<file path="src/include/wfs_pkg.sv">
// Purpose: Shared constants and types for the washer fault supervisor
// Assumes: 10 MHz system clock, synchronous active-low reset
// Notes: Long timing counts are top-level parameters; defaults derive from these
package wfs_pkg;

  // ----------------------------------------------------------------
  // Clock and timing
  // ----------------------------------------------------------------
  localparam int unsigned CLK_HZ = 10_000_000;       // System clock rate
  localparam int unsigned FILL_LIMIT_MIN = 10;       // Fill limit in minutes
  localparam int unsigned INV_LIMIT_S = 14;          // Inverter wait in seconds
  localparam int unsigned VIB_DELAY_MIN_S = 45;      // Shortest vibration pause
  localparam int unsigned VIB_DELAY_MAX_S = 85;      // Longest vibration pause
  localparam int unsigned VIB_EXTRA_S = 60;          // Extra reverse after low level
  localparam int unsigned SEC_CYCLES = CLK_HZ;       // Cycles per second
  localparam int unsigned FILL_LIMIT_S = FILL_LIMIT_MIN * 60;
  localparam int unsigned TIMER_W = 16;              // Step timer width, seconds
  localparam int unsigned SEC_W = 10;                // Seconds counter width

  // ----------------------------------------------------------------
  // Formula counts
  // ----------------------------------------------------------------
  localparam int unsigned NUM_FORMULAS = 30;         // Formula slots
  localparam int unsigned FIDX_W = 5;                // Formula index width
  localparam logic [9:0] COUNT_MAX = 10'h3E7;        // Count saturates at 999
  localparam logic [9:0] COUNT_RST = 10'h000;        // Count reset value

  // ----------------------------------------------------------------
  // Fault codes shown on the display, lowest code has priority
  // ----------------------------------------------------------------
  typedef enum logic [3:0] {
    WFS_F_NONE = 4'h0,
    WFS_F_FLASH = 4'h1,
    WFS_F_CHECKSUM = 4'h2,
    WFS_F_ACCUM = 4'h3,
    WFS_F_CTRL_PWR = 4'h4,
    WFS_F_DOOR = 4'h5,
    WFS_F_INVERTER = 4'h6,
    WFS_F_LEVEL_SW = 4'h7,
    WFS_F_LEVEL_STUCK = 4'h8,
    WFS_F_FILL = 4'h9,
    WFS_F_DRAIN = 4'hA,
    WFS_F_EXTERNAL = 4'hB,
    WFS_F_IMBALANCE = 4'hC
  } wfs_code_t;

  // Machine sensor inputs, all active high
  typedef struct packed {
    logic door_closed;     // Door closed
    logic level_low;       // Low level reached
    logic level_high;      // High level reached
    logic ctrl_power_ok;   // Latched control relay energized
    logic inverter_ok;     // Inverter running input
    logic vib_switch;      // Vibration switch closed
    logic chem_fail;       // Chemical injection failed
  } wfs_sense_t;

  // Step context from the sequencer
  typedef struct packed {
    logic running;         // Formula running
    logic formula_start;   // Pulse: formula begins
    logic filling;         // Bath fill in progress
    logic pre_fill;        // Just before a bath fill
    logic draining;        // Drain in progress
    logic extract;         // Extract or just before it
    logic formula_done;    // Pulse: formula counted
  } wfs_step_t;

  // Operator keys, one-cycle pulses
  typedef struct packed {
    logic start;
    logic next;
    logic terminate;
  } wfs_keys_t;

  // Status flags, one per fault
  typedef struct packed {
    logic flash;
    logic checksum;
    logic accum;
    logic ctrl_pwr;
    logic door;
    logic inverter;
    logic level_sw;
    logic level_stuck;
    logic fill;
    logic drain;
    logic external;
    logic imbalance;
  } wfs_flags_t;

  localparam wfs_flags_t FLAGS_RST = '0;             // No fault after reset

  // Imbalance recovery phases
  typedef enum logic [1:0] {
    WFS_V_IDLE,
    WFS_V_WAIT,
    WFS_V_REFILL,
    WFS_V_EXTRA
  } wfs_vib_t;

endpackage

</file>
<file path="src/rtl/wfs_sync.sv">
// Purpose: Two-flop synchroniser for a bundle of pin inputs
// Assumes: Inputs are asynchronous to clock
// Notes: First stage is read only by the second stage
module wfs_sync #(
  parameter int unsigned WIDTH = 7
) (
  // Clock and reset
  input wire logic clock,
  input wire logic rst_n,
  // Data
  input wire logic [WIDTH-1:0] din,
  output logic [WIDTH-1:0] dout
);

  logic [WIDTH-1:0] meta_ff;  // First stage

  // ----------------------------------------------------------------
  // Two register stages
  // ----------------------------------------------------------------
  always_ff @(posedge clock) begin
    if (!rst_n) begin
      meta_ff <= '0;
      dout <= '0;
    end else begin
      meta_ff <= din;
      dout <= meta_ff;
    end
  end

endmodule

</file>
<file path="src/rtl/wfs_top.sv">
// Purpose: Fault supervision for a washer-extractor controller
// Assumes: 10 MHz clock; sequencer supplies step context; keys are pulses
// Notes: Time limits other than the drain limit are parameters so simulation can shorten them

module wfs_top #(
  parameter int unsigned SEC_CYC = wfs_pkg::SEC_CYCLES,          // Cycles per second
  parameter int unsigned FILL_S = wfs_pkg::FILL_LIMIT_S,         // Fill limit seconds
  parameter int unsigned INV_S = wfs_pkg::INV_LIMIT_S,           // Inverter limit seconds
  parameter int unsigned VIB_S = wfs_pkg::VIB_DELAY_MIN_S,       // Vibration pause seconds
  parameter int unsigned EXTRA_S = wfs_pkg::VIB_EXTRA_S          // Extra reverse seconds
) (
  // Clock and reset
  input wire logic clock,
  input wire logic rst_n,
  // Power-up checks from the memory checker
  input wire logic check_done,
  input wire logic accum_corrupt,
  input wire logic data_invalid,
  input wire logic flash_read_err,
  // Machine pins
  input wire wfs_pkg::wfs_sense_t sense_pin,
  // Step context and keys
  input wire wfs_pkg::wfs_step_t step,
  input wire wfs_pkg::wfs_keys_t keys,
  input wire logic [wfs_pkg::FIDX_W-1:0] formula_sel,
  input wire logic [9:0] drain_limit_s,
  input wire logic [wfs_pkg::TIMER_W-1:0] step_load,
  input wire logic step_load_en,
  // Status
  output wfs_pkg::wfs_flags_t flags,
  output wfs_pkg::wfs_code_t fault_code,
  output logic run_block,
  output logic timer_frozen,
  output logic [wfs_pkg::TIMER_W-1:0] step_time,
  output logic [9:0] count_out,
  // Machine actions
  output logic machine_stop,
  output logic basket_stop,
  output logic drain_open,
  output logic reverse_wash,
  output logic admit_water,
  output logic go_extract
);

  // ----------------------------------------------------------------
  // Declarations
  // ----------------------------------------------------------------
  wfs_pkg::wfs_sense_t sense;                 // Synchronised pins
  logic [31:0] tick_cnt_ff;                   // Divider for one-second tick
  logic tick;                                 // One-second strobe
  logic [wfs_pkg::SEC_W-1:0] fill_sec_ff;     // Fill elapsed seconds
  logic [wfs_pkg::SEC_W-1:0] drain_sec_ff;    // Drain elapsed seconds
  logic [wfs_pkg::SEC_W-1:0] inv_sec_ff;      // Seconds since formula start
  logic inv_seen_ff;                          // Inverter input seen this formula
  logic [wfs_pkg::SEC_W-1:0] vib_sec_ff;      // Imbalance phase seconds
  wfs_pkg::wfs_vib_t vib_ff;                  // Imbalance phase
  logic [9:0] counts_ff [wfs_pkg::NUM_FORMULAS];  // Per-formula counts
  logic any_run_fault;                        // A run-time fault is active
  wfs_pkg::wfs_code_t nxt_code;               // Highest-priority code

  // Pin synchroniser
  wfs_sync #(.WIDTH($bits(wfs_pkg::wfs_sense_t))) u_sync (
    .clock(clock),
    .rst_n(rst_n),
    .din(sense_pin),
    .dout(sense)
  );

  // Seconds elapsed reached a limit
  function automatic logic reached(input logic [wfs_pkg::SEC_W-1:0] sec,
                                   input int unsigned lim);
    reached = (32'(sec) >= lim);
  endfunction

  // Seconds counter step, saturating
  function automatic logic [wfs_pkg::SEC_W-1:0] bump(input logic [wfs_pkg::SEC_W-1:0] sec);
    bump = (&sec) ? sec : sec + 1'b1;
  endfunction

  // ----------------------------------------------------------------
  // One-second tick
  // ----------------------------------------------------------------
  assign tick = (tick_cnt_ff == SEC_CYC - 1);

  always_ff @(posedge clock) begin
    if (!rst_n) begin
      tick_cnt_ff <= '0;
    end else if (tick) begin
      tick_cnt_ff <= '0;
    end else begin
      tick_cnt_ff <= tick_cnt_ff + 1'b1;
    end
  end

  // ----------------------------------------------------------------
  // Power-up faults: flash and checksum latched until reset, accum until terminate
  // ----------------------------------------------------------------
  always_ff @(posedge clock) begin
    if (!rst_n) begin
      flags.flash <= 1'b0;
      flags.checksum <= 1'b0;
      flags.accum <= 1'b0;
    end else begin
      // Storage read failure latches at any time
      if (flash_read_err) begin
        flags.flash <= 1'b1;
      end
      // Invalid stored data seen by the power-up check
      if (check_done && data_invalid) begin
        flags.checksum <= 1'b1;
      end
      // Corrupt counts; a new detection wins over terminate
      if (check_done && accum_corrupt) begin
        flags.accum <= 1'b1;
      end else if (keys.terminate && flags.accum) begin
        flags.accum <= 1'b0;
      end
    end
  end

  // ----------------------------------------------------------------
  // Formula counts
  // ----------------------------------------------------------------
  always_ff @(posedge clock) begin
    if (!rst_n) begin
      for (int i = 0; i < wfs_pkg::NUM_FORMULAS; i++) begin
        counts_ff[i] <= wfs_pkg::COUNT_RST;
      end
    end else if (keys.terminate && flags.accum) begin
      for (int i = 0; i < wfs_pkg::NUM_FORMULAS; i++) begin
        counts_ff[i] <= wfs_pkg::COUNT_RST;
      end
    end else if (step.formula_done && 32'(formula_sel) < wfs_pkg::NUM_FORMULAS) begin
      if (counts_ff[formula_sel] != wfs_pkg::COUNT_MAX) begin
        counts_ff[formula_sel] <= counts_ff[formula_sel] + 1'b1;
      end
    end
  end

  // Selected count out
  always_ff @(posedge clock) begin
    if (!rst_n) begin
      count_out <= wfs_pkg::COUNT_RST;
    end else if (32'(formula_sel) < wfs_pkg::NUM_FORMULAS) begin
      count_out <= counts_ff[formula_sel];
    end else begin
      count_out <= wfs_pkg::COUNT_RST;
    end
  end

  // ----------------------------------------------------------------
  // Elapsed-time counters for fill, drain and inverter
  // ----------------------------------------------------------------
  always_ff @(posedge clock) begin
    if (!rst_n) begin
      fill_sec_ff <= '0;
      drain_sec_ff <= '0;
      inv_sec_ff <= '0;
      inv_seen_ff <= 1'b0;
    end else begin
      // Fill time runs while filling short of level
      if (!step.filling || sense.level_low) begin
        fill_sec_ff <= '0;
      end else if (tick) begin
        fill_sec_ff <= bump(fill_sec_ff);
      end
      // Drain time runs while draining with level still present
      if (!step.draining || !sense.level_low) begin
        drain_sec_ff <= '0;
      end else if (tick) begin
        drain_sec_ff <= bump(drain_sec_ff);
      end
      // Inverter watch restarts at each formula start
      if (step.formula_start || !step.running) begin
        inv_sec_ff <= '0;
        inv_seen_ff <= 1'b0;
      end else begin
        if (sense.inverter_ok) begin
          inv_seen_ff <= 1'b1;
        end
        if (tick) begin
          inv_sec_ff <= bump(inv_sec_ff);
        end
      end
    end
  end

  // ----------------------------------------------------------------
  // Run-time faults
  // ----------------------------------------------------------------
  always_ff @(posedge clock) begin
    if (!rst_n) begin
      flags.door <= 1'b0;
      flags.level_sw <= 1'b0;
      flags.level_stuck <= 1'b0;
      flags.fill <= 1'b0;
      flags.drain <= 1'b0;
      flags.external <= 1'b0;
    end else begin
      // Door: set while open, cleared by start key once closed
      if (step.running && !sense.door_closed) begin
        flags.door <= 1'b1;
      end else if (keys.start && sense.door_closed) begin
        flags.door <= 1'b0;
      end
      // High level without low level is inconsistent
      flags.level_sw <= step.running && sense.level_high && !sense.level_low;
      // Level still present before fill or around extract
      flags.level_stuck <= step.running && (step.extract || step.pre_fill)
                           && (sense.level_low || sense.level_high);
      // Fill timeout, clears when level arrives
      flags.fill <= step.filling && !sense.level_low
                    && reached(fill_sec_ff, FILL_S);
      // Drain timeout against configured limit
      flags.drain <= step.draining && sense.level_low && drain_limit_s != '0
                     && drain_sec_ff >= drain_limit_s;
      // Chemical injection failure follows the input
      flags.external <= step.running && sense.chem_fail;
    end
  end

  // ----------------------------------------------------------------
  // Control power and inverter faults, key cleared
  // ----------------------------------------------------------------
  always_ff @(posedge clock) begin
    if (!rst_n) begin
      flags.ctrl_pwr <= 1'b0;
      flags.inverter <= 1'b0;
    end else begin
      // Any drop of the relay latches; start clears only once restored
      if (!sense.ctrl_power_ok) begin
        flags.ctrl_pwr <= 1'b1;
      end else if (keys.start) begin
        flags.ctrl_pwr <= 1'b0;
      end
      // Inverter silent too long after formula start
      if (step.running && !inv_seen_ff && !sense.inverter_ok && reached(inv_sec_ff, INV_S)) begin
        flags.inverter <= 1'b1;
      end else if (keys.next) begin
        flags.inverter <= 1'b0;
      end
    end
  end

  // ----------------------------------------------------------------
  // Imbalance recovery sequence
  // ----------------------------------------------------------------
  always_ff @(posedge clock) begin
    if (!rst_n) begin
      vib_ff <= wfs_pkg::WFS_V_IDLE;
      vib_sec_ff <= '0;
      flags.imbalance <= 1'b0;
    end else begin
      unique case (vib_ff)
        wfs_pkg::WFS_V_IDLE: begin
          vib_sec_ff <= '0;
          if (step.running && sense.vib_switch) begin
            vib_ff <= wfs_pkg::WFS_V_WAIT;
            flags.imbalance <= 1'b1;
          end
        end
        wfs_pkg::WFS_V_WAIT: begin
          // Pause before reversing
          if (reached(vib_sec_ff, VIB_S)) begin
            vib_ff <= wfs_pkg::WFS_V_REFILL;
            vib_sec_ff <= '0;
          end else if (tick) begin
            vib_sec_ff <= bump(vib_sec_ff);
          end
        end
        wfs_pkg::WFS_V_REFILL: begin
          // Reverse and fill until low level
          if (sense.level_low) begin
            vib_ff <= wfs_pkg::WFS_V_EXTRA;
            vib_sec_ff <= '0;
          end
        end
        wfs_pkg::WFS_V_EXTRA: begin
          // One more minute, then on to extract
          if (reached(vib_sec_ff, EXTRA_S)) begin
            vib_ff <= wfs_pkg::WFS_V_IDLE;
            flags.imbalance <= 1'b0;
          end else if (tick) begin
            vib_sec_ff <= bump(vib_sec_ff);
          end
        end
      endcase
      if (!step.running) begin
        vib_ff <= wfs_pkg::WFS_V_IDLE;
        flags.imbalance <= 1'b0;
      end
    end
  end

  // ----------------------------------------------------------------
  // Fault priority and step timer
  // ----------------------------------------------------------------
  assign any_run_fault = flags.ctrl_pwr | flags.door | flags.inverter | flags.level_sw
                         | flags.level_stuck | flags.fill | flags.drain | flags.external
                         | (vib_ff == wfs_pkg::WFS_V_WAIT);

  // One code at a time, lowest code first
  always_comb begin
    nxt_code = wfs_pkg::WFS_F_NONE;
    if (flags.imbalance) nxt_code = wfs_pkg::WFS_F_IMBALANCE;
    if (flags.external) nxt_code = wfs_pkg::WFS_F_EXTERNAL;
    if (flags.drain) nxt_code = wfs_pkg::WFS_F_DRAIN;
    if (flags.fill) nxt_code = wfs_pkg::WFS_F_FILL;
    if (flags.level_stuck) nxt_code = wfs_pkg::WFS_F_LEVEL_STUCK;
    if (flags.level_sw) nxt_code = wfs_pkg::WFS_F_LEVEL_SW;
    if (flags.inverter) nxt_code = wfs_pkg::WFS_F_INVERTER;
    if (flags.door) nxt_code = wfs_pkg::WFS_F_DOOR;
    if (flags.ctrl_pwr) nxt_code = wfs_pkg::WFS_F_CTRL_PWR;
    if (flags.accum) nxt_code = wfs_pkg::WFS_F_ACCUM;
    if (flags.checksum) nxt_code = wfs_pkg::WFS_F_CHECKSUM;
    if (flags.flash) nxt_code = wfs_pkg::WFS_F_FLASH;
  end

  // Registered outputs
  always_ff @(posedge clock) begin
    if (!rst_n) begin
      fault_code <= wfs_pkg::WFS_F_NONE;
      run_block <= 1'b0;
      timer_frozen <= 1'b0;
      machine_stop <= 1'b0;
      basket_stop <= 1'b0;
      drain_open <= 1'b0;
      reverse_wash <= 1'b0;
      admit_water <= 1'b0;
      go_extract <= 1'b0;
    end else begin
      fault_code <= nxt_code;
      run_block <= flags.flash | flags.checksum | flags.accum;
      timer_frozen <= any_run_fault | flags.imbalance;
      machine_stop <= flags.ctrl_pwr | !sense.ctrl_power_ok;
      basket_stop <= flags.inverter | (vib_ff == wfs_pkg::WFS_V_WAIT);
      drain_open <= flags.inverter;
      reverse_wash <= (vib_ff == wfs_pkg::WFS_V_REFILL) | (vib_ff == wfs_pkg::WFS_V_EXTRA);
      admit_water <= (vib_ff == wfs_pkg::WFS_V_REFILL);
      go_extract <= (vib_ff == wfs_pkg::WFS_V_EXTRA) && reached(vib_sec_ff, EXTRA_S);
    end
  end

  // Step countdown holds while frozen
  always_ff @(posedge clock) begin
    if (!rst_n) begin
      step_time <= '0;
    end else if (step_load_en) begin
      step_time <= step_load;
    end else if (tick && step.running && !timer_frozen && step_time != '0) begin
      step_time <= step_time - 1'b1;
    end
  end

endmodule

</file>
<file path="config.mk">
export PLATFORM = sky130hd
export DESIGN_NAME = wfs_top
export DESIGN_NICKNAME = d
export VERILOG_FILES = /design/src/include/wfs_pkg.sv /design/src/rtl/wfs_sync.sv /design/src/rtl/wfs_top.sv
export SDC_FILE = /design/constraint.sdc
export NUM_CORES = 1
export LEC_CHECK = 0
export BUFFER_PORTS_ARGS = -buffer_cell sky130_fd_sc_hd__buf_4
export CAP_MARGIN = 10
export CORE_UTILIZATION = 25
export CTS_CLUSTER_DIAMETER = 30
export DETAILED_ROUTE_END_ITERATION = 16
export SLEW_MARGIN = 20
export SYNTH_ARGS = -nofsm -noshare
export SYNTH_HDL_FRONTEND = slang
export SYNTH_SLANG_ARGS = --single-unit
</file>
<file path="constraint.sdc">
create_clock -name clock -period 6.7 [get_ports clock]
set_input_delay 1.34 -clock clock [delete_from_list [all_inputs] [get_ports clock]]
set_output_delay 1.34 -clock clock [all_outputs]
set_load 0.02 [all_outputs]
</file>
==> results.cfg <==
[route]
vias_per_cell = 4.83
detail-route-antenna-nets = 0
wl_per_cell_um = 18.5
drc_errors = 0
routed_wirelength_mm = 57.8
detailedRoute.firstPassIterationCount = 7
dr.first_iter.drc_count = 1270
route.vias.total = 15100

[place]
routabilityCongestion = 0.953
post-place-cells = 2964
place_hpwl_mm = 39.1
port_buffers = 104

[clocking]
clock_insertion_delay_worst_skew_ps = 630
clkSlewWorstSetupHoldPaths_ps = 50
hold_buffers = 0
cts_htree_levels = 3
tritoncts.num_buffers = 85
cts_post_setup_buffers_inserted = 0
post_cts.resized_instances = 0
buffer_type_at_the_clock_tree_root = sky130_fd_sc_hd__clkbuf_16
cts_tree = done
tritoncts_num_sinks = 459
cts-root-to-sink-buffers = 3

[sta]
transition_time_at_the_pin_with_the_least_slew_margin_ps = 1080
rsz0062_at_grt = no
final-max-slew-violation-count = 0
setup_tns_ps = 0
finalHoldViolCount = 0
setup_viol = 0
timing.slew.headroom_pct = 27.5
min_period_ps = 5380
finalClockSkew_ps = 57.3
period_share_pct = 80.3
achievable-frequency_mhz = 186

[run]
maxCapViolations = 0

[critical_path]
cp_slowest_stage_delay_ps = 830
worst_ep_required_time_ps = 7160
worst-path-max-fanout = 73
slowest_library_cell_on_the_worst_path = sky130_fd_sc_hd__nand4_2
worstReg2RegStart = counts_ff[22][0]$_SDFFCE_PN0P_
r2r_cells = 12
reg2reg_capture_point = counts_ff[19][8]$_SDFFCE_PN0P_
worst-endpoint-arrival_ps = 5840
end_kind = flop
rrSetupSlack_ps = 2540
timing.critical_path.from_type = primary input
timing.setup.critical_path_class = in -> reg
critical_path.cell_chain = buf_8 -> buf_4 -> mux2i_1 -> o221ai_1 -> a221oi_1 -> a21oi_2 -> ha_1 -> a21boi_1 -> nand4bb_1 -> o21a_1 -> nand4_2 -> buf_12 -> nor3_1
critPathLaunch = formula_sel[1]

[min_path]
hold_path_startpoint = u_sync.meta_ff[0]$_SDFF_PN0_
type_of_the_worst_min_delay_path = reg -> reg
min_delay_path_depth = 1
timing.hold.worst_endpoint = u_sync.dout[0]$_SDFF_PN0_

[yosys]
synth_enable_flop_cells = 320
yosysUniqueCellTypes = 75
postSynthCellCount = 1842
syn-cell-area_um2 = 20900
synthesis.area_per_instance_um2 = 11.4
async_reset_ff_share_pct = 0
synth.top_cells.by_area = sky130_fd_sc_hd__edfxtp_1 (46%), sky130_fd_sc_hd__dfxtp_1 (13%), sky130_fd_sc_hd__mux2i_1 (7.6%), sky130_fd_sc_hd__nor2_1 (5.0%), sky130_fd_sc_hd__nor3_1 (3.2%)
total_of_flip_flops_plus_latches_after_synthesis = 459
synth.yosys.seq_area_share_pct = 59.2
synth_top_area_share_pct = 45.9
synth.yosys.warnings = 0
post_synth_most_frequent_cells = sky130_fd_sc_hd__edfxtp_1 (320), sky130_fd_sc_hd__nor2_1 (279), sky130_fd_sc_hd__mux2i_1 (158)
synth_flop_cell = sky130_fd_sc_hd__edfxtp_1
post-synth-top-count-cell = sky130_fd_sc_hd__edfxtp_1
post-synth-top-area-cell = sky130_fd_sc_hd__edfxtp_1

[grt]
largest_net_degree_at_the_start_of_global_routing = 74
globalRoute.totalOverflow = 0
first_pass_grt_wire_length_mm = 88.4
antenna_found_initial = 1
vias_in_the_first_global_route = 15300
gr-usage-all-layers_pct = 13.4

[finish]
util_after_layout_pct = 31.4
layout_cell_share_with_drive_strength_beyond_1_pct = 16.9
antenna_diode_count = 0
n_fill_cell = 8200
finish.net_count = 2062
instances_no_fill = 3122
area_delta_synth_final_pct = 23.8

[power]
maximum_resistive_drop_on_vdd_mv = 0.175
power.density_cell_area_nw_per_um2 = 317
leakage_power_figure_uw = 0.00939

[run_status]
run_status = completed

[die]
fp-row-count = 105
pin_count = 105
core_region_um2 = 82400
initial_utilization_pct = 25.4
die_ht_um = 291
chipWidth_um = 291
dieArea_um2 = 84800
## worst max-delay path, delay by kind of cell
kind	cells	cell delay (ps)
buffers and inverters	3	1500
adder cells (fa/ha/maj)	1	240
AO/OA/AOI/OAI	5	1150
multiplexers	1	250
AND/OR/NAND/NOR	3	1250
## per-stage QoR
step           setup slack [ps]  power (µW)  area, µm²  hold WS, ps
2_1_floorplan              1320        3630      21000          411
3_3_place_gp                910        3870      22900          412
3_5_place_dp                815        3880      22900          419
4_1_cts                    1450        8270      25900          430
5_1_grt                    1050        8460      25900          452
6_report                   1320        8210      25900          428
## sequential cells by signal (all words and copies together), names as in the netlist, 2 cells and up
| signal | cells |
|---|---|
| inv_sec_ff | 10 |
| fill_sec_ff | 10 |
| drain_sec_ff | 10 |
| u_sync.meta_ff | 7 |
| tick_cnt_ff | 32 |
| vib_ff | 2 |
| u_sync.dout | 7 |
| count_out | 10 |
| step_time | 16 |
| vib_sec_ff | 10 |
| counts_ff | 320 |
| flags | 12 |
| fault_code | 4 |
## power by group
| part | leakage (µW) | internal, µW | switching [µW] | total (µW) |
|---|---|---|---|---|
| clock | 0.00142 | 2830 | 1550 | 4380 |
| sequential | 0.00446 | 3170 | 51.3 | 3220 |
| combinational | 0.00351 | 194 | 420 | 615 |
## worst max-delay path by stage
stage / endpoint / slack (ps) / depth (start not counted)
after CTS: counts_ff[11][4]$_SDFFCE_PN0P_ / 1450 / 13
after detailed placement: counts_ff[11][4]$_SDFFCE_PN0P_ / 820 / 13
after global placement: counts_ff[11][8]$_SDFFCE_PN0P_ / 910 / 13
final: counts_ff[19][8]$_SDFFCE_PN0P_ / 1320 / 13
after global routing: counts_ff[19][8]$_SDFFCE_PN0P_ / 1050 / 13
after floorplan: counts_ff[10][0]$_SDFFCE_PN0P_ / 1320 / 17
## cell families (layout without fill, tap and decap cells)
family	Yosys count	count (layout)	synth area share, %
flip-flops	459	459	59.2
buffers and inverters	177	368	4.35
other	1	20	0.0179
multiplexers	161	161	7.88
AND/OR/NAND/NOR	724	724	17.3
XOR/XNOR	71	71	2.97
adder cells (fa/ha/maj)	26	26	1.56
AO/OA/AOI/OAI	223	223	6.66
## layout by cell type, fill, tap and decap left out, types with 26 or more instances in the layout
| master | n |
|---|---|
| sky130_fd_sc_hd__a21oi_1 | 43 |
| sky130_fd_sc_hd__mux2i_1 | 158 |
| sky130_fd_sc_hd__dfxtp_1 | 139 |
| sky130_fd_sc_hd__inv_1 | 43 |
| sky130_fd_sc_hd__buf_4 | 159 |
| sky130_fd_sc_hd__nor2_1 | 279 |
| sky130_fd_sc_hd__ha_1 | 26 |
| sky130_fd_sc_hd__nand2_1 | 86 |
| sky130_fd_sc_hd__edfxtp_1 | 320 |
| sky130_fd_sc_hd__nand3_1 | 31 |
| sky130_fd_sc_hd__nor3_1 | 134 |
| sky130_fd_sc_hd__o21ai_0 | 48 |
| sky130_fd_sc_hd__o22ai_1 | 69 |
| sky130_fd_sc_hd__clkbuf_16 | 86 |
| sky130_fd_sc_hd__xor2_1 | 41 |
## final cells by class
type | count | area, µm² | share of cell area (%)
multi-input cells | 1225 | 7740 | 29.9
well taps | 1070 | 1340 | 5.17
repair buffers | 164 | 1290 | 4.98
flip-flops and latches | 459 | 12400 | 47.9
inverters | 46 | 173 | 0.667
clock buffers | 96 | 2200 | 8.49
clock inverters | 62 | 768 | 2.97
## per-layer routing
| metal | global-route usage [%] | up-vias | share of wire [%] |
|---|---|---|---|
| met3 | 2.97 | 129 | 7.8 |
| met2 | 21.8 | 602 | 47 |
| met1 | 17.2 | 7354 | 42 |
| met4 | 5.47 | 2 | 3.4 |
| li1 | - | 6981 | - |
| met5 | 0 | - | 0.012 |
Note: power is estimated with default switching activity, not from simulation.
